==> src/pkg/vmcr_pkg.sv <==
package vmcr_pkg;
    // ------------------------------------------------------------
    // field layout
    // ------------------------------------------------------------
    localparam int PMASK_HI  = 31;
    localparam int PMASK_LO  = 24;
    localparam int BP0_HI    = 23;
    localparam int BP0_LO    = 21;
    localparam int BP1_HI    = 20;
    localparam int BP1_LO    = 18;
    localparam int EOIM_BIT  = 9;
    localparam int CBPR_BIT  = 4;
    localparam int FIQ_BIT   = 3;
    localparam int ACK_BIT   = 2;
    localparam int ENG1_BIT  = 1;
    localparam int ENG0_BIT  = 0;
    localparam logic [31:0] WRITABLE_MASK = 32'hfffc021f;

    // ------------------------------------------------------------
    // access encoding
    // ------------------------------------------------------------
    localparam logic [3:0] CP_NUM   = 4'hf;
    localparam logic [2:0] CP_OPC1  = 3'h4;
    localparam logic [3:0] CP_CRN   = 4'hc;
    localparam logic [3:0] CP_CRM   = 4'hb;
    localparam logic [2:0] CP_OPC2  = 3'h7;
    localparam logic [5:0] TRAP_EC  = 6'h03;
    localparam logic [9:0] SPURIOUS_ID = 10'h3fe;
    localparam logic [2:0] BP_SAT   = 3'h7;

    typedef enum logic [1:0] {
        EL_USER  = 2'b00,
        EL_KERN  = 2'b01,
        EL_HYP   = 2'b10,
        EL_MON   = 2'b11
    } exc_level_t;

    typedef enum logic [1:0] {
        RSP_OK    = 2'b00,
        RSP_UNDEF = 2'b01,
        RSP_TRAP  = 2'b10
    } resp_t;

    typedef struct packed {
        logic       valid;
        logic       write;
        exc_level_t level;
        logic [3:0] coproc;
        logic [2:0] opc1;
        logic [3:0] crn;
        logic [3:0] crm;
        logic [2:0] opc2;
        logic [31:0] wdata;
    } cp_req_t;

    typedef struct packed {
        logic [7:0] pmask;
        logic [2:0] bp0;
        logic [2:0] bp1;
        logic       eoim;
        logic       cbpr;
        logic       fiq;
        logic       ack;
        logic       eng1;
        logic       eng0;
    } vmcr_t;
endpackage : vmcr_pkg

==> src/vmcr_ctrl.sv <==
// Behaviour
// - signal pending virtual interrupt only if priority higher than mask [31:24].
// - group 0 binary point splits priority; also governs group 1 when common set.
// - group 1 binary point governs group 1 preemption when common bit clear.
// - split mode clear: end-of-interrupt drops priority and deactivates.
// - split mode set: end-of-interrupt drops only; deactivate register deactivates.
// - common bit clear: each binary point governs its own group.
// - common bit set: guest reads g1 point as g0+1 saturated, writes ignored.
// - fast route bit sends group 0 as FIQ when 1, IRQ when 0.
// - fast route bit fixed at one when sysreg enable is always one.
// - legacy ack clear: group 1 highest pending reads as identifier 1022.
// - legacy ack set: group 1 highest pending reads its real identifier.
// - legacy ack bit fixed at zero when sysreg enable is always one.
// - bit 1 enables virtual group 1 interrupts.
// - bit 0 enables virtual group 0 interrupts.
// - warm reset leaves fields unknown; nothing relies on a reset value.
// - fields are shared storage with the guest-visible controls.
// - user level undefined; kernel traps code 0x03 when hypervisor enabled and trap bit set, else undefined.
// - hypervisor or monitor access completes only with its sysreg enable set.
// - without hypervisor level, monitor reads zero and writes are ignored.
// - register is 32 bits, accessed as a whole word via coprocessor interface.
// - hypervisor sysreg use requires guest kernel access to be supported.
module vmcr_ctrl #(
    parameter bit SRE_ALWAYS_ONE = 1'b0,   // non-secure sysreg enable hardwired
    parameter bit HYP_PRESENT    = 1'b1    // hypervisor level implemented
) (
    input  wire logic              MCLK,          // 100 MHz clock
    input  wire logic              ARST_N,        // async reset, active low
    input  wire vmcr_pkg::cp_req_t CP_REQ,        // coprocessor access request
    input  wire logic              HYP_SRE,       // hypervisor sysreg enable
    input  wire logic              MON_SRE,       // monitor sysreg enable
    input  wire logic              HYP_ENABLED,   // hypervisor level enabled
    input  wire logic              TRAP_GRP12,    // hypervisor trap control bit
    input  wire logic              G_WR,          // guest control write strobe
    input  wire vmcr_pkg::vmcr_t   G_WDATA,       // guest control write data
    input  wire logic              G_BP1_WR,      // guest write of g1 binary point
    input  wire logic [2:0]        G_BP1_WDATA,   // guest g1 binary point data
    input  wire logic              EOI_WR,        // guest end-of-interrupt write
    input  wire logic              DIR_WR,        // guest deactivate write
    input  wire logic              PEND_VALID,    // a pending interrupt exists
    input  wire logic [7:0]        PEND_PRIO,     // its priority
    input  wire logic              PEND_GRP1,     // it is group 1
    input  wire logic [9:0]        PEND_ID,       // its identifier
    output logic                   CP_ACK,        // access answered
    output vmcr_pkg::resp_t        CP_RESP,       // ok, undefined or trap
    output logic [5:0]             CP_EC,         // trap code
    output logic [31:0]            CP_RDATA,      // read data
    output vmcr_pkg::vmcr_t        G_VIEW,        // guest view of controls
    output logic [2:0]             G_BP1_RDATA,   // guest read of g1 binary point
    output logic [2:0]             PREEMPT_BP0,   // point used for group 0
    output logic [2:0]             PREEMPT_BP1,   // point used for group 1
    output logic                   VIRQ,          // virtual IRQ to core
    output logic                   VFIQ,          // virtual FIQ to core
    output logic                   PRIO_DROP,     // running priority drop pulse
    output logic                   DEACT,         // deactivate pulse
    output logic [9:0]             ACK_ID         // acknowledge/highest pending id
);
    import vmcr_pkg::*;

    // ------------------------------------------------------------
    // reset synchroniser
    // ------------------------------------------------------------
    logic rst_s1_r;
    logic rst_n_r;
    always_ff @(posedge MCLK or negedge ARST_N) begin
        if (!ARST_N) begin
            rst_s1_r <= 1'b0;
            rst_n_r  <= 1'b0;
        end else begin
            rst_s1_r <= 1'b1;
            rst_n_r  <= rst_s1_r;
        end
    end

    // ------------------------------------------------------------
    // helpers
    // ------------------------------------------------------------
    function automatic logic [31:0] pack_vmcr(input vmcr_t v);
        logic [31:0] w;
        w = 32'h0;
        w[PMASK_HI:PMASK_LO] = v.pmask;
        w[BP0_HI:BP0_LO]     = v.bp0;
        w[BP1_HI:BP1_LO]     = v.bp1;
        w[EOIM_BIT]          = v.eoim;
        w[CBPR_BIT]          = v.cbpr;
        w[FIQ_BIT]           = v.fiq;
        w[ACK_BIT]           = v.ack;
        w[ENG1_BIT]          = v.eng1;
        w[ENG0_BIT]          = v.eng0;
        return w;
    endfunction : pack_vmcr

    function automatic vmcr_t fix_bits(input vmcr_t v);
        vmcr_t f;
        f = v;
        if (SRE_ALWAYS_ONE) begin
            f.fiq = 1'b1;
            f.ack = 1'b0;
        end
        return f;
    endfunction : fix_bits

    function automatic logic [2:0] bp_plus_one(input logic [2:0] b);
        return (b == BP_SAT) ? BP_SAT : 3'(b + 3'h1);
    endfunction : bp_plus_one

    // ------------------------------------------------------------
    // access decode
    // ------------------------------------------------------------
    logic  hit;
    resp_t resp_c;
    logic  hyp_ok;
    always_comb begin
        hit = CP_REQ.valid && CP_REQ.coproc == CP_NUM && CP_REQ.opc1 == CP_OPC1
              && CP_REQ.crn == CP_CRN && CP_REQ.crm == CP_CRM
              && CP_REQ.opc2 == CP_OPC2;
        hyp_ok = 1'b0;
        resp_c = RSP_UNDEF;
        case (CP_REQ.level)
            EL_USER: resp_c = RSP_UNDEF;
            EL_KERN: resp_c = (HYP_ENABLED && TRAP_GRP12) ? RSP_TRAP : RSP_UNDEF;
            EL_HYP: begin
                resp_c = HYP_SRE ? RSP_OK : RSP_UNDEF;
                hyp_ok = HYP_SRE;
            end
            EL_MON: begin
                resp_c = MON_SRE ? RSP_OK : RSP_UNDEF;
                hyp_ok = MON_SRE && HYP_PRESENT;
            end
            default: resp_c = RSP_UNDEF;
        endcase
    end

    // ------------------------------------------------------------
    // shared control storage
    // ------------------------------------------------------------
    // no reset on the fields: their warm reset value is unknown by design
    vmcr_t vm_r;
    vmcr_t vm_nxt;
    always_comb begin
        vm_nxt = vm_r;
        if (hit && CP_REQ.write && resp_c == RSP_OK && hyp_ok) begin
            vm_nxt.pmask = CP_REQ.wdata[PMASK_HI:PMASK_LO];
            vm_nxt.bp0   = CP_REQ.wdata[BP0_HI:BP0_LO];
            vm_nxt.bp1   = CP_REQ.wdata[BP1_HI:BP1_LO];
            vm_nxt.eoim  = CP_REQ.wdata[EOIM_BIT];
            vm_nxt.cbpr  = CP_REQ.wdata[CBPR_BIT];
            vm_nxt.fiq   = CP_REQ.wdata[FIQ_BIT];
            vm_nxt.ack   = CP_REQ.wdata[ACK_BIT];
            vm_nxt.eng1  = CP_REQ.wdata[ENG1_BIT];
            vm_nxt.eng0  = CP_REQ.wdata[ENG0_BIT];
        end else begin
            // guest writes land only in cycles with no completed hypervisor or monitor write
            if (G_WR) begin
                vm_nxt.pmask = G_WDATA.pmask;
                vm_nxt.bp0   = G_WDATA.bp0;
                vm_nxt.eoim  = G_WDATA.eoim;
                vm_nxt.cbpr  = G_WDATA.cbpr;
                vm_nxt.fiq   = G_WDATA.fiq;
                vm_nxt.ack   = G_WDATA.ack;
                vm_nxt.eng1  = G_WDATA.eng1;
                vm_nxt.eng0  = G_WDATA.eng0;
            end
            if (G_BP1_WR && !vm_r.cbpr) begin
                vm_nxt.bp1 = G_BP1_WDATA;
            end
        end
        vm_nxt = fix_bits(vm_nxt);
    end

    always_ff @(posedge MCLK) begin
        vm_r <= vm_nxt;
    end

    // ------------------------------------------------------------
    // outputs
    // ------------------------------------------------------------
    logic        ack_nxt;
    resp_t       resp_nxt;
    logic [5:0]  ec_nxt;
    logic [31:0] rdata_nxt;
    logic [2:0]  pbp0_nxt;
    logic [2:0]  pbp1_nxt;
    logic [2:0]  gbp1_nxt;
    logic        above_mask;
    logic        virq_nxt;
    logic        vfiq_nxt;
    logic        drop_nxt;
    logic        deact_nxt;
    logic [9:0]  id_nxt;
    always_comb begin
        ack_nxt   = hit;
        resp_nxt  = hit ? resp_c : RSP_OK;
        ec_nxt    = (hit && resp_c == RSP_TRAP) ? TRAP_EC : 6'h0;
        rdata_nxt = 32'h0;
        if (hit && !CP_REQ.write && resp_c == RSP_OK && hyp_ok) begin
            rdata_nxt = pack_vmcr(vm_r) & WRITABLE_MASK;
        end
        pbp0_nxt = vm_r.bp0;
        pbp1_nxt = vm_r.cbpr ? vm_r.bp0 : vm_r.bp1;
        gbp1_nxt = vm_r.cbpr ? bp_plus_one(vm_r.bp0) : vm_r.bp1;
        // lower value means higher priority
        above_mask = PEND_VALID && (PEND_PRIO < vm_r.pmask);
        virq_nxt = 1'b0;
        vfiq_nxt = 1'b0;
        if (above_mask && PEND_GRP1 && vm_r.eng1) begin
            virq_nxt = 1'b1;
        end
        if (above_mask && !PEND_GRP1 && vm_r.eng0) begin
            if (vm_r.fiq) begin
                vfiq_nxt = 1'b1;
            end else begin
                virq_nxt = 1'b1;
            end
        end
        drop_nxt  = EOI_WR;
        // with split mode clear the deactivate register is unpredictable; ignored
        deact_nxt = vm_r.eoim ? DIR_WR : EOI_WR;
        id_nxt    = (PEND_GRP1 && !vm_r.ack) ? SPURIOUS_ID : PEND_ID;
    end

    always_ff @(posedge MCLK or negedge rst_n_r) begin
        if (!rst_n_r) begin
            CP_ACK      <= 1'b0;
            CP_RESP     <= RSP_OK;
            CP_EC       <= 6'h0;
            CP_RDATA    <= 32'h0;
            G_VIEW      <= '0;
            G_BP1_RDATA <= 3'h0;
            PREEMPT_BP0 <= 3'h0;
            PREEMPT_BP1 <= 3'h0;
            VIRQ        <= 1'b0;
            VFIQ        <= 1'b0;
            PRIO_DROP   <= 1'b0;
            DEACT       <= 1'b0;
            ACK_ID      <= 10'h0;
        end else begin
            CP_ACK      <= ack_nxt;
            CP_RESP     <= resp_nxt;
            CP_EC       <= ec_nxt;
            CP_RDATA    <= rdata_nxt;
            G_VIEW      <= vm_r;
            G_BP1_RDATA <= gbp1_nxt;
            PREEMPT_BP0 <= pbp0_nxt;
            PREEMPT_BP1 <= pbp1_nxt;
            VIRQ        <= virq_nxt;
            VFIQ        <= vfiq_nxt;
            PRIO_DROP   <= drop_nxt;
            DEACT       <= deact_nxt;
            ACK_ID      <= id_nxt;
        end
    end
endmodule : vmcr_ctrl

==> config.mk <==
export PLATFORM = sky130hd
export DESIGN_NAME = vmcr_ctrl
export DESIGN_NICKNAME = d
export VERILOG_FILES = /design/src/pkg/vmcr_pkg.sv /design/src/vmcr_ctrl.sv
export SDC_FILE = /design/constraint.sdc
export NUM_CORES = 1
export LEC_CHECK = 0
export BUFFER_PORTS_ARGS = -buffer_cell sky130_fd_sc_hd__buf_2
export CAP_MARGIN = 20
export CORE_MARGIN = 1
export CORE_UTILIZATION = 44
export CTS_CLUSTER_SIZE = 8
export DETAILED_ROUTE_END_ITERATION = 6
export PLACE_DENSITY = 0.86
export RECOVER_POWER = 100
export SYNTH_ARGS = -nofsm -noshare
export SYNTH_HDL_FRONTEND = slang
export SYNTH_SLANG_ARGS = --single-unit
==> constraint.sdc <==
create_clock -name MCLK -period 2.7 [get_ports MCLK]
set_input_delay 0.27 -clock MCLK [delete_from_list [all_inputs] [get_ports MCLK]]
set_output_delay 0.27 -clock MCLK [all_outputs]
set_load 0.02 [all_outputs]
==> results of run 1 <==
[per-stage QoR]
stage | power (mW) | instances | setup WS [ns] | hold WS, ns
floorplan | 1.671 | 262 | 0.7261 | -0.02559
global placement | 1.795 | 495 | 0.5739 | 0.05525
detailed placement | 1.807 | 495 | 0.4699 | 0.06117
CTS | 2.658 | 512 | 0.8374 | 0.04751
global route | 2.734 | 513 | 0.3946 | 0.03345
finish | 2.610 | 513 | 0.5595 | 0.06182
[cell families (layout without fill, tap and decap cells)]
| group | Yosys count | count (layout) | synth area share (%) |
|---|---|---|---|
| mux | 22 | 22 | 9.101 |
| compound gates | 20 | 20 | 3.287 |
| simple gates | 59 | 59 | 11.41 |
| fa+ha+maj | 8 | 8 | 2.889 |
| other cells | 2 | 17 | 0.2168 |
| flops | 86 | 86 | 65.01 |
| buf+inv | 50 | 202 | 8.090 |
[cells in the mapped netlist]
cell / n
o21ai_0: 8
and2_1: 2
nand4b_1: 1
nand2_1: 7
clkbuf_1: 5
nand4_1: 2
a21o_1: 1
conb_1: 2
dfrtp_1: 66
nor4b_1: 1
nand3b_1: 2
a211oi_1: 1
o31ai_1: 1
inv_1: 21
ha_1: 8
mux2_2: 4
buf_6: 2
mux2_4: 18
nand4b_4: 1
o2111a_1: 1
nand4_4: 1
buf_2: 2
edfxtp_1: 20
a21oi_1: 8
buf_4: 20
nand3_1: 1
nor4b_4: 1
nor4_1: 20
nand2b_1: 14
nor2_1: 4
nor3_1: 2
[final timing paths]
check / slack, ns / depth (start not counted) / start / to
worst max-delay path: 0.56 / 6 / CP_REQ[53] / vm_r[5]
worst min-delay path: 0.06 / 1 / EOI_WR / PRIO_DROP
worst max register to register: 1.16 / 2 / rst_n_r / G_VIEW[6]
worst min register to register: 0.11 / 0 / rst_n_r / ACK_ID[5]
max in group asynchronous: 1.16 / 2 / rst_n_r / G_VIEW[6]
min in group asynchronous: 0.11 / 0 / rst_n_r / ACK_ID[5]
[cell type report]
cell class	count	share of cell area, %
sequential	86	52.01
multi-input combinational	126	21.24
timing repair buffer	165	17.54
clock buffer	13	4.190
tap	99	2.860
inverter	21	1.820
clock inverter	3	0.3467
[flip-flops by register name (all words and copies together), names as in the netlist, 2 cells and up]
register,cells
ACK_ID,10
PREEMPT_BP1,3
PREEMPT_BP0,3
G_BP1_RDATA,3
G_VIEW,17
vm_r,17
CP_RDATA,20
pbp0_nxt,3
CP_RESP,2
[worst max-delay path, delay by kind of cell]
| kind | cells | cell delay (ns) |
|---|---|---|
| buffers and inverters | 2 | 0.50 |
| AND/OR/NAND/NOR | 4 | 1.36 |
[power breakdown]
part | total, mW | switching (mW) | internal [mW] | leakage (nW)
registers | 1.44 | 0.0384 | 1.40 | 1.02
logic | 0.319 | 0.203 | 0.115 | 0.952
clock network | 0.851 | 0.408 | 0.443 | 0.103
[layer usage]
metal	up-vias	GRT usage, %	part of all wire, %	wire [um]
li1	1135	-	-	-
met1	1089	22.48	41	3086
met2	133	33.27	52	3919
met3	8	3.114	6.0	452
met4	0	7.930	1.3	100
met5	-	0	0	0
==> impl_metrics.toml, run 1 <==
[finish]
postLayoutCoreUtil_pct = 58.15
nets = 524
final_area_mm2 = 0.004330
multiInputGateArea_um2 = 919.6
fill_cells = 665
layout_common_cells = "90 x buf_2, 73 x clkbuf_1, 66 x dfrtp_1, 21 x inv_1"
seq_area_mm2 = 0.002252
syn_to_final_growth_pct = 24.99
layout-drive-gt1-share_pct = 28.02
diodes = 0
final_common_cell = "buf_2"

[route]
route.detailed.drc = 0
detail-route-antenna-nets = 0
totalWireLength_mm = 7.558
drtIter0Drc = 76
num_vias = 2365
vias_per_cell = 4.610
wl_per_cell_um = 14.73
firstDrtPassIters = 6

[synth]
syn_inst = 247
synthDistinctLibCells = 31
syn-cell-area_mm2 = 0.003465
yosys.area.top_type = "dfrtp_1"
synth_area_leaders = "dfrtp_1 48%, edfxtp_1 17%, mux2_4 7.8%, buf_4 4.3%, nor4_1 3.6%"
synth_top_area_share_pct = 47.67
ys_warn_count = 0
syn_avg_cell_area_um2 = 14.03
ys_seq_area_share_pct = 65.01
synth-seq-cells = 86

[floorplan]
die-area_mm2 = 0.008233
die_y_um = 90.74
coreArea_mm2 = 0.007447
start_util_pct = 46.52
die_w_um = 90.74
fp-row-count = 31
io-pin-count = 191

[outcome]
status = "complete, no violations"

[critical_path]
start_kind = "primary input"
cp-end-kind = "flop"
cp_slowest_cell = "nand4_2"
cp_max_fo = 22
cp_data_required_time_ns = 2.69
path_cells = "buf_2 > nand4_1 > nor4b_4 > nand4_2 > nand2b_1 > clkbuf_2"
crit_type = "in2reg"
arrival_ns = 2.13
slowest_delay_ns = 0.61

[sta]
slew-limit-headroom_pct = 23.18
slew_viol_final = 0
fin_crit_sh_pct = 79.28
setup_tns_ns = 0
clock-skew-final_ns = 0.01061
setup_viol = 0
rsz0062_at_grt = "false"
clock.fmax_mhz = 467.2
fin_crit_ns = 2.140
worst_pin_slew_ns = 1.152
finalHoldViolCount = 0

[clock_tree]
cts-hold-fix-buffers = 1
cts_root_buf = "clkbuf_8"
cts_tree = "yes"
ctsLongestPathBuffers = 2
h-tree-depth = 3
cts_sinks = 86
clkLatencyLatePin_ns = 0.34
post_cts_buffers = 0
cts_buffers = 9
post_cts_resized = 0
clk_pin_slew_ns = 0.07

[power]
power.ir.vdd_worst_mv = 0.2764
power_density_mw_per_mm2 = 602.8
p_leak_nw = 2.074

[place]
gp_congestion = 0.8132
dpl.hpwl_mm = 5.692
io_buffers = 159
post_dp_cell_area_mm2 = 0.004270

[job]
drv_cap = 0

[global_route]
grt_first_pass_wirelength_mm = 11.62
antenna_found_initial = 0
first_global_vias = 2285
track_usage_pct = 18.78
grt_max_degree = 48
overflow = 0

[hold_path]
hp-class = "in2reg"
(Power assumes the default switching activity.)
==> run 2, diff against run 1 <==
==> constraint.sdc (replaced) <==
create_clock -name MCLK -period 2.2 [get_ports MCLK]
set_input_delay 0.22 -clock MCLK [delete_from_list [all_inputs] [get_ports MCLK]]
set_output_delay 0.22 -clock MCLK [all_outputs]
set_load 0.02 [all_outputs]
==> impl_metrics.toml, run 2 (same netlist as run 1, synthesis figures left out) <==
[outcome]
status = "complete, no violations"

[route]
route.detailed.drc = 0
detail-route-antenna-nets = 0
firstDrtPassIters = 4
wl_per_cell_um = 14.89
num_vias = 2390
drtIter0Drc = 81
vias_per_cell = 4.632
totalWireLength_mm = 7.682

[critical_path]
rrSetupSlack_ns = 0.70
start_kind = "primary input"
cp_num_buf_inv = 3
cp_data_required_time_ns = 2.22
cp-end-kind = "flop"
rr_endpoint = "VFIQ"
arrival_ns = 1.76
crit_type = "in2reg"
cp_slowest_cell = "nor4b_1"
critical_path.top_delay_family = "simple AND/OR/NAND/NOR gates"
cp_max_fo = 17
cpMostUsedCell = "buf_4"
r2r-start = "vm_r[18]"
slowest_delay_ns = 0.58
path_cells = "buf_2 > nand4b_1 > nor4b_1 > nand4_4 > buf_4 > nand2b_1 > buf_4"
rr_worst_depth = 6

[clock_tree]
ctsLongestPathBuffers = 2
post_cts_buffers = 0
cts_tree = "yes"
clkLatencyLatePin_ns = 0.33
post_cts_resized = 0
cts-hold-fix-buffers = 2
clk_pin_slew_ns = 0.08
cts_sinks = 86
h-tree-depth = 3
cts_buffers = 9
cts_root_buf = "clkbuf_8"

[finish]
syn_to_final_growth_pct = 24.45
multiInputGateArea_um2 = 898.4
final_common_cell = "buf_2"
layout_common_cells = "89 x buf_2, 75 x clkbuf_1, 65 x dfrtp_1, 21 x inv_1"
fill_cells = 690
nets = 527
diodes = 0
top_regs = "CP_RDATA (20), G_VIEW (17), vm_r (17)"
final_area_mm2 = 0.004312
final_cells = 516
seq_area_mm2 = 0.002253
layout-drive-gt1-share_pct = 27.58
largest_register_ffs = 20
regMostFlops = "CP_RDATA"

[global_route]
antenna_found_initial = 0
first_global_vias = 2367
grt_first_pass_wirelength_mm = 11.54
overflow = 0
grt_max_degree = 45
track_usage_pct = 18.52

[sta]
fin_crit_sh_pct = 78.78
setup_viol = 0
timing.hold.ws_ns = 0.07442
clock-skew-final_ns = 0.01043
worst_pin_slew_ns = 1.238
slew_viol_final = 0
setup_tns_ns = 0
finalHoldViolCount = 0
rsz0062_at_grt = "false"
fin_ws_ns = 0.4668
clock.fmax_mhz = 577.0
slew-limit-headroom_pct = 17.47
fin_crit_ns = 1.733

[hold_path]
hp-start = "PEND_ID[7]"
hp-class = "in2reg"
holdPathStages = 2
worstHoldEndpoint = "ACK_ID[7]"

[floorplan]
die_y_um = 90.74
die-area_mm2 = 0.008233
io-pin-count = 191
die_w_um = 90.74
coreArea_mm2 = 0.007447
fp-row-count = 31
start_util_pct = 46.52

[place]
post_dp_cell_area_mm2 = 0.004293
dpl.hpwl_mm = 5.862
preCtsSetupSlack_ns = 0.3197
dp.cells = 498
io_buffers = 159
gp_congestion = 0.7914

[power]
p_leak_nw = 2.039
power.ir.vdd_worst_mv = 0.3084
power_density_mw_per_mm2 = 732.9

[job]
drv_cap = 0
==> run 2: cell count changes in the layout (fill, tap and decap cells not counted), sizes merged <==
cell         before  now
clkinv            3    1
buf              92   94
clkbuf           85   87
dlygate4sd3       1    2
==> run 2: how the worst max path moves through the flow <==
| stage | startpoint | endpoint | slack (ns) | cells after the start |
|---|---|---|---|---|
| 6_report | CP_REQ[39] | vm_r[5] | 0.47 | 7 |
| 5_1_grt | CP_REQ[39] | pbp0_nxt[2] | 0.36 | 7 |
| 4_1_cts | CP_REQ[45] | vm_r[2] | 0.69 | 7 |
| 3_5_place_dp | CP_REQ[45] | pbp0_nxt[0] | 0.32 | 7 |
| 3_3_place_gp | CP_REQ[50] | vm_r[19] | 0.38 | 6 |
| 2_1_floorplan | rst_n_r | ACK_ID[0] | 0.23 | 0 |
==> run 2: report_power, final <==
group | switching (mW) | total (mW) | internal (mW)
Sequential | 0.0449 | 1.77 | 1.72
Combinational | 0.251 | 0.390 | 0.139
Clock | 0.492 | 1.00 | 0.511
Total | 0.788 | 3.16 | 2.37
==> run 2: final cells by class <==
class,instances,share of cell area [%]
Sequential cell,86,52.26
Multi-Input combinational cell,126,20.84
Clock buffer,15,4.121
Clock inverter,1,0.1161
Inverter,21,1.828
Tap cell,99,2.873
Timing Repair Buffer,168,17.96
==> run 2: stage by stage <==
stage | utilization, % | total power [mW]
floorplan | - | 2.051
global placement | 57.64 | 2.204
detailed placement | 57.64 | 2.222
CTS | 60.37 | 3.223
global route | 57.90 | 3.302
finish | 57.90 | 3.160
==> run 2: layer usage <==
layer  track usage, %  wire length, um
met1            22.19             3149
met2            33.14             4018
met3            3.788              397
met4            5.914              116
met5                0                0
==> run 3, diff against run 2 <==
--- a/config.mk
+++ b/config.mk
@@ -5,13 +5,14 @@
 export SDC_FILE = /design/constraint.sdc
 export NUM_CORES = 1
 export LEC_CHECK = 0
+export ABC_AREA = 1
 export BUFFER_PORTS_ARGS = -buffer_cell sky130_fd_sc_hd__buf_2
 export CAP_MARGIN = 20
 export CORE_MARGIN = 1
-export CORE_UTILIZATION = 44
+export CORE_UTILIZATION = 45
 export CTS_CLUSTER_SIZE = 8
 export DETAILED_ROUTE_END_ITERATION = 6
-export PLACE_DENSITY = 0.86
+export PLACE_DENSITY = 0.87
 export RECOVER_POWER = 100
 export SYNTH_ARGS = -nofsm -noshare
 export SYNTH_HDL_FRONTEND = slang
==> constraint.sdc (replaced) <==
create_clock -name MCLK -period 1.8 [get_ports MCLK]
set_input_delay 0.18 -clock MCLK [delete_from_list [all_inputs] [get_ports MCLK]]
set_output_delay 0.18 -clock MCLK [all_outputs]
set_load 0.02 [all_outputs]
==> impl_metrics.toml, run 3 <==
[outcome]
status = "complete, no violations"

[route]
totalWireLength_mm = 7.689
vias_per_cell = 4.593
route.detailed.drc = 0
firstDrtPassIters = 5
wl_per_cell_um = 12.94
drtIter0Drc = 68
num_vias = 2728
detail-route-antenna-nets = 0

[sta]
timing.hold.ws_ns = 0.02184
setup_tns_ns = 0
clock.fmax_mhz = 647.3
slew-limit-headroom_pct = 44.86
setup_viol = 0
clock-skew-final_ns = 0.007026
fin_crit_ns = 1.545
rsz0062_at_grt = "false"
worst_pin_slew_ns = 0.8270
slew_viol_final = 0
finalHoldViolCount = 0
fin_crit_sh_pct = 85.82

[clock_tree]
clk_pin_slew_ns = 0.09
h-tree-depth = 3
cts_root_buf = "clkbuf_8"
cts_tree = "yes"
cts_buffers = 9
clkLatencyLatePin_ns = 0.34
cts_sinks = 86
ctsLongestPathBuffers = 2

[floorplan]
coreArea_mm2 = 0.007687
die_w_um = 91.10
io-pin-count = 191
fp-row-count = 32
die_y_um = 91.10
die-area_mm2 = 0.008298
start_util_pct = 46.47

[critical_path]
rrSetupSlack_ns = 0.35
cp-end-kind = "flop"
crit_type = "in2reg"
cp_data_required_time_ns = 1.79
rr_endpoint = "VFIQ"
cp_max_fo = 17
arrival_ns = 1.54
rr_worst_depth = 9
r2r-start = "vm_r[19]"
start_kind = "primary input"

[global_route]
antenna_found_initial = 0
track_usage_pct = 18.38
top_usage_layer = "met2"
grt_first_pass_wirelength_mm = 11.54
grt_max_degree = 65
overflow = 0
first_global_vias = 2433
grt_use_met1_pct = 21.70
globalRouteMet3Util_pct = 3.350
grtUsageMet2_pct = 33.08

[finish]
final_common_cell = "buf_2"
layout_common_cells = "87 x buf_2, 76 x nand2_1, 72 x clkbuf_1, 65 x dfrtp_1, 34 x inv_1"
seq_area_mm2 = 0.002253
nets = 602
postLayoutCoreUtil_pct = 58.30
layout-drive-gt1-share_pct = 28.66
syn_to_final_growth_pct = 25.46
diodes = 0
top_regs = "CP_RDATA (20), G_VIEW (17), vm_r (17)"
fill_cells = 707
multiInputGateArea_um2 = 967.2
largest_register_ffs = 20
final_area_mm2 = 0.004482
regMostFlops = "CP_RDATA"

[job]
drv_cap = 0

[synth]
synthArstFlopShare_pct = 76.74
synth.top_cells.by_count = "76 x nand2_1, 66 x dfrtp_1, 34 x inv_1"
syn-cell-area_mm2 = 0.003572
synth-seq-cells = 86
synth_area_leaders = "dfrtp_1 46%, edfxtp_1 17%, nand2_1 8.0%, buf_4 4.6%, nor2_2 4.4%"
ys_warn_count = 0
syn_avg_cell_area_um2 = 11.06
ys_seq_area_share_pct = 63.05
yosys.area.top_type = "dfrtp_1"
yosysMostFrequentCell = "nand2_1"
synth-main-ff-cell = "dfrtp_1"
synthDistinctLibCells = 24
synth_top_area_share_pct = 46.23
synth-edff-count = 20
syn_inst = 323

[hold_path]
worstHoldEndpoint = "ACK_ID[7]"
holdPathStages = 2
hp-start = "PEND_ID[7]"
hp-class = "in2reg"

[place]
gp_congestion = 0.8047
post_dp_cell_area_mm2 = 0.004403
dpl.hpwl_mm = 5.974
io_buffers = 159

[power]
pwr-share-seq_pct = 52.0
p_int_mw = 3.076
p_sw_share_pct = 25.68
clockPowerShare_pct = 35.8
p_leak_nw = 2.361
power_density_mw_per_mm2 = 923.4
p_sw_mw = 1.063
power_frac_comb_pct = 12.2
power.ir.vdd_worst_mv = 0.3461
p_total_mw = 4.139
-- run 3: routing by layer --
metal  up-vias  share of wire [%]
met2       123                 53
met1      1274                 39
li1       1319                  -
met3        12                5.8
met5         -                  0
met4         0                1.7
-- run 3: per-stage QoR --
stage          setup WS [ns]  instances
2_1_floorplan         0.1552        338
3_3_place_gp          0.2303        576
3_5_place_dp          0.1792        576
4_1_cts               0.3461        594
5_1_grt              0.07472        594
6_report              0.2552        594
-- run 3: logic make-up after synthesis --
| group | after synthesis | share of synthesized area, % |
|---|---|---|
| DFF | 86 | 63.05 |
| and+or+nand+nor | 154 | 22.66 |
| adders and majority gates | 8 | 2.802 |
| buffers and inverters | 64 | 9.947 |
| AOI/OAI and AO/OA | 9 | 1.331 |
| other | 2 | 0.2102 |
-- run 3: repair_timing --
item                       CTS  global route
setup buffers                0             0
setup endpoints to repair    0             0
hold endpoints to repair     3             0
hold buffers                 2             0
gates resized for setup      0             0
-- run 3: cell type report --
type                            instances  share of cell area (%)
Sequential cell                        86                   50.28
Multi-Input combinational cell        188                   21.58
Timing Repair Buffer                  168                   17.31
Inverter                               34                   2.848
Tap cell                              102                   2.848
Clock buffer                            9                   2.764
Clock inverter                          7                   2.373
-- run 3: power by group through the flow --
stage               Clock, mW  Sequential (mW)  Combinational [mW]
floorplan                   0             2.29               0.224
global placement            0             2.19               0.524
detailed placement          0             2.19               0.541
CTS                      1.51             2.15               0.546
global route             1.60             2.16               0.560
finish                   1.48             2.15               0.505
-- run 3: worst max path at each step --
stage                          start     endpoint  slack (ns)  cells after the start
after detailed placement  CP_REQ[44]      vm_r[7]        0.18                      7
after floorplan           CP_REQ[53]  pbp0_nxt[0]        0.16                      7
after global routing      CP_REQ[44]  pbp0_nxt[2]        0.07                      7
final                     CP_REQ[40]      vm_r[4]        0.26                      7
after CTS                   vm_r[19]         VFIQ        0.35                      9
after global placement    CP_REQ[37]      vm_r[6]        0.23                      9
-- run 3: worst max-delay path: stages --
cell and delay, ns:
buf_2 0.10, nor2_2 0.09, nand4_1 0.29, nor2_8 0.29, nand3_1 0.14, nand2_1 0.08, clkbuf_2 0.37
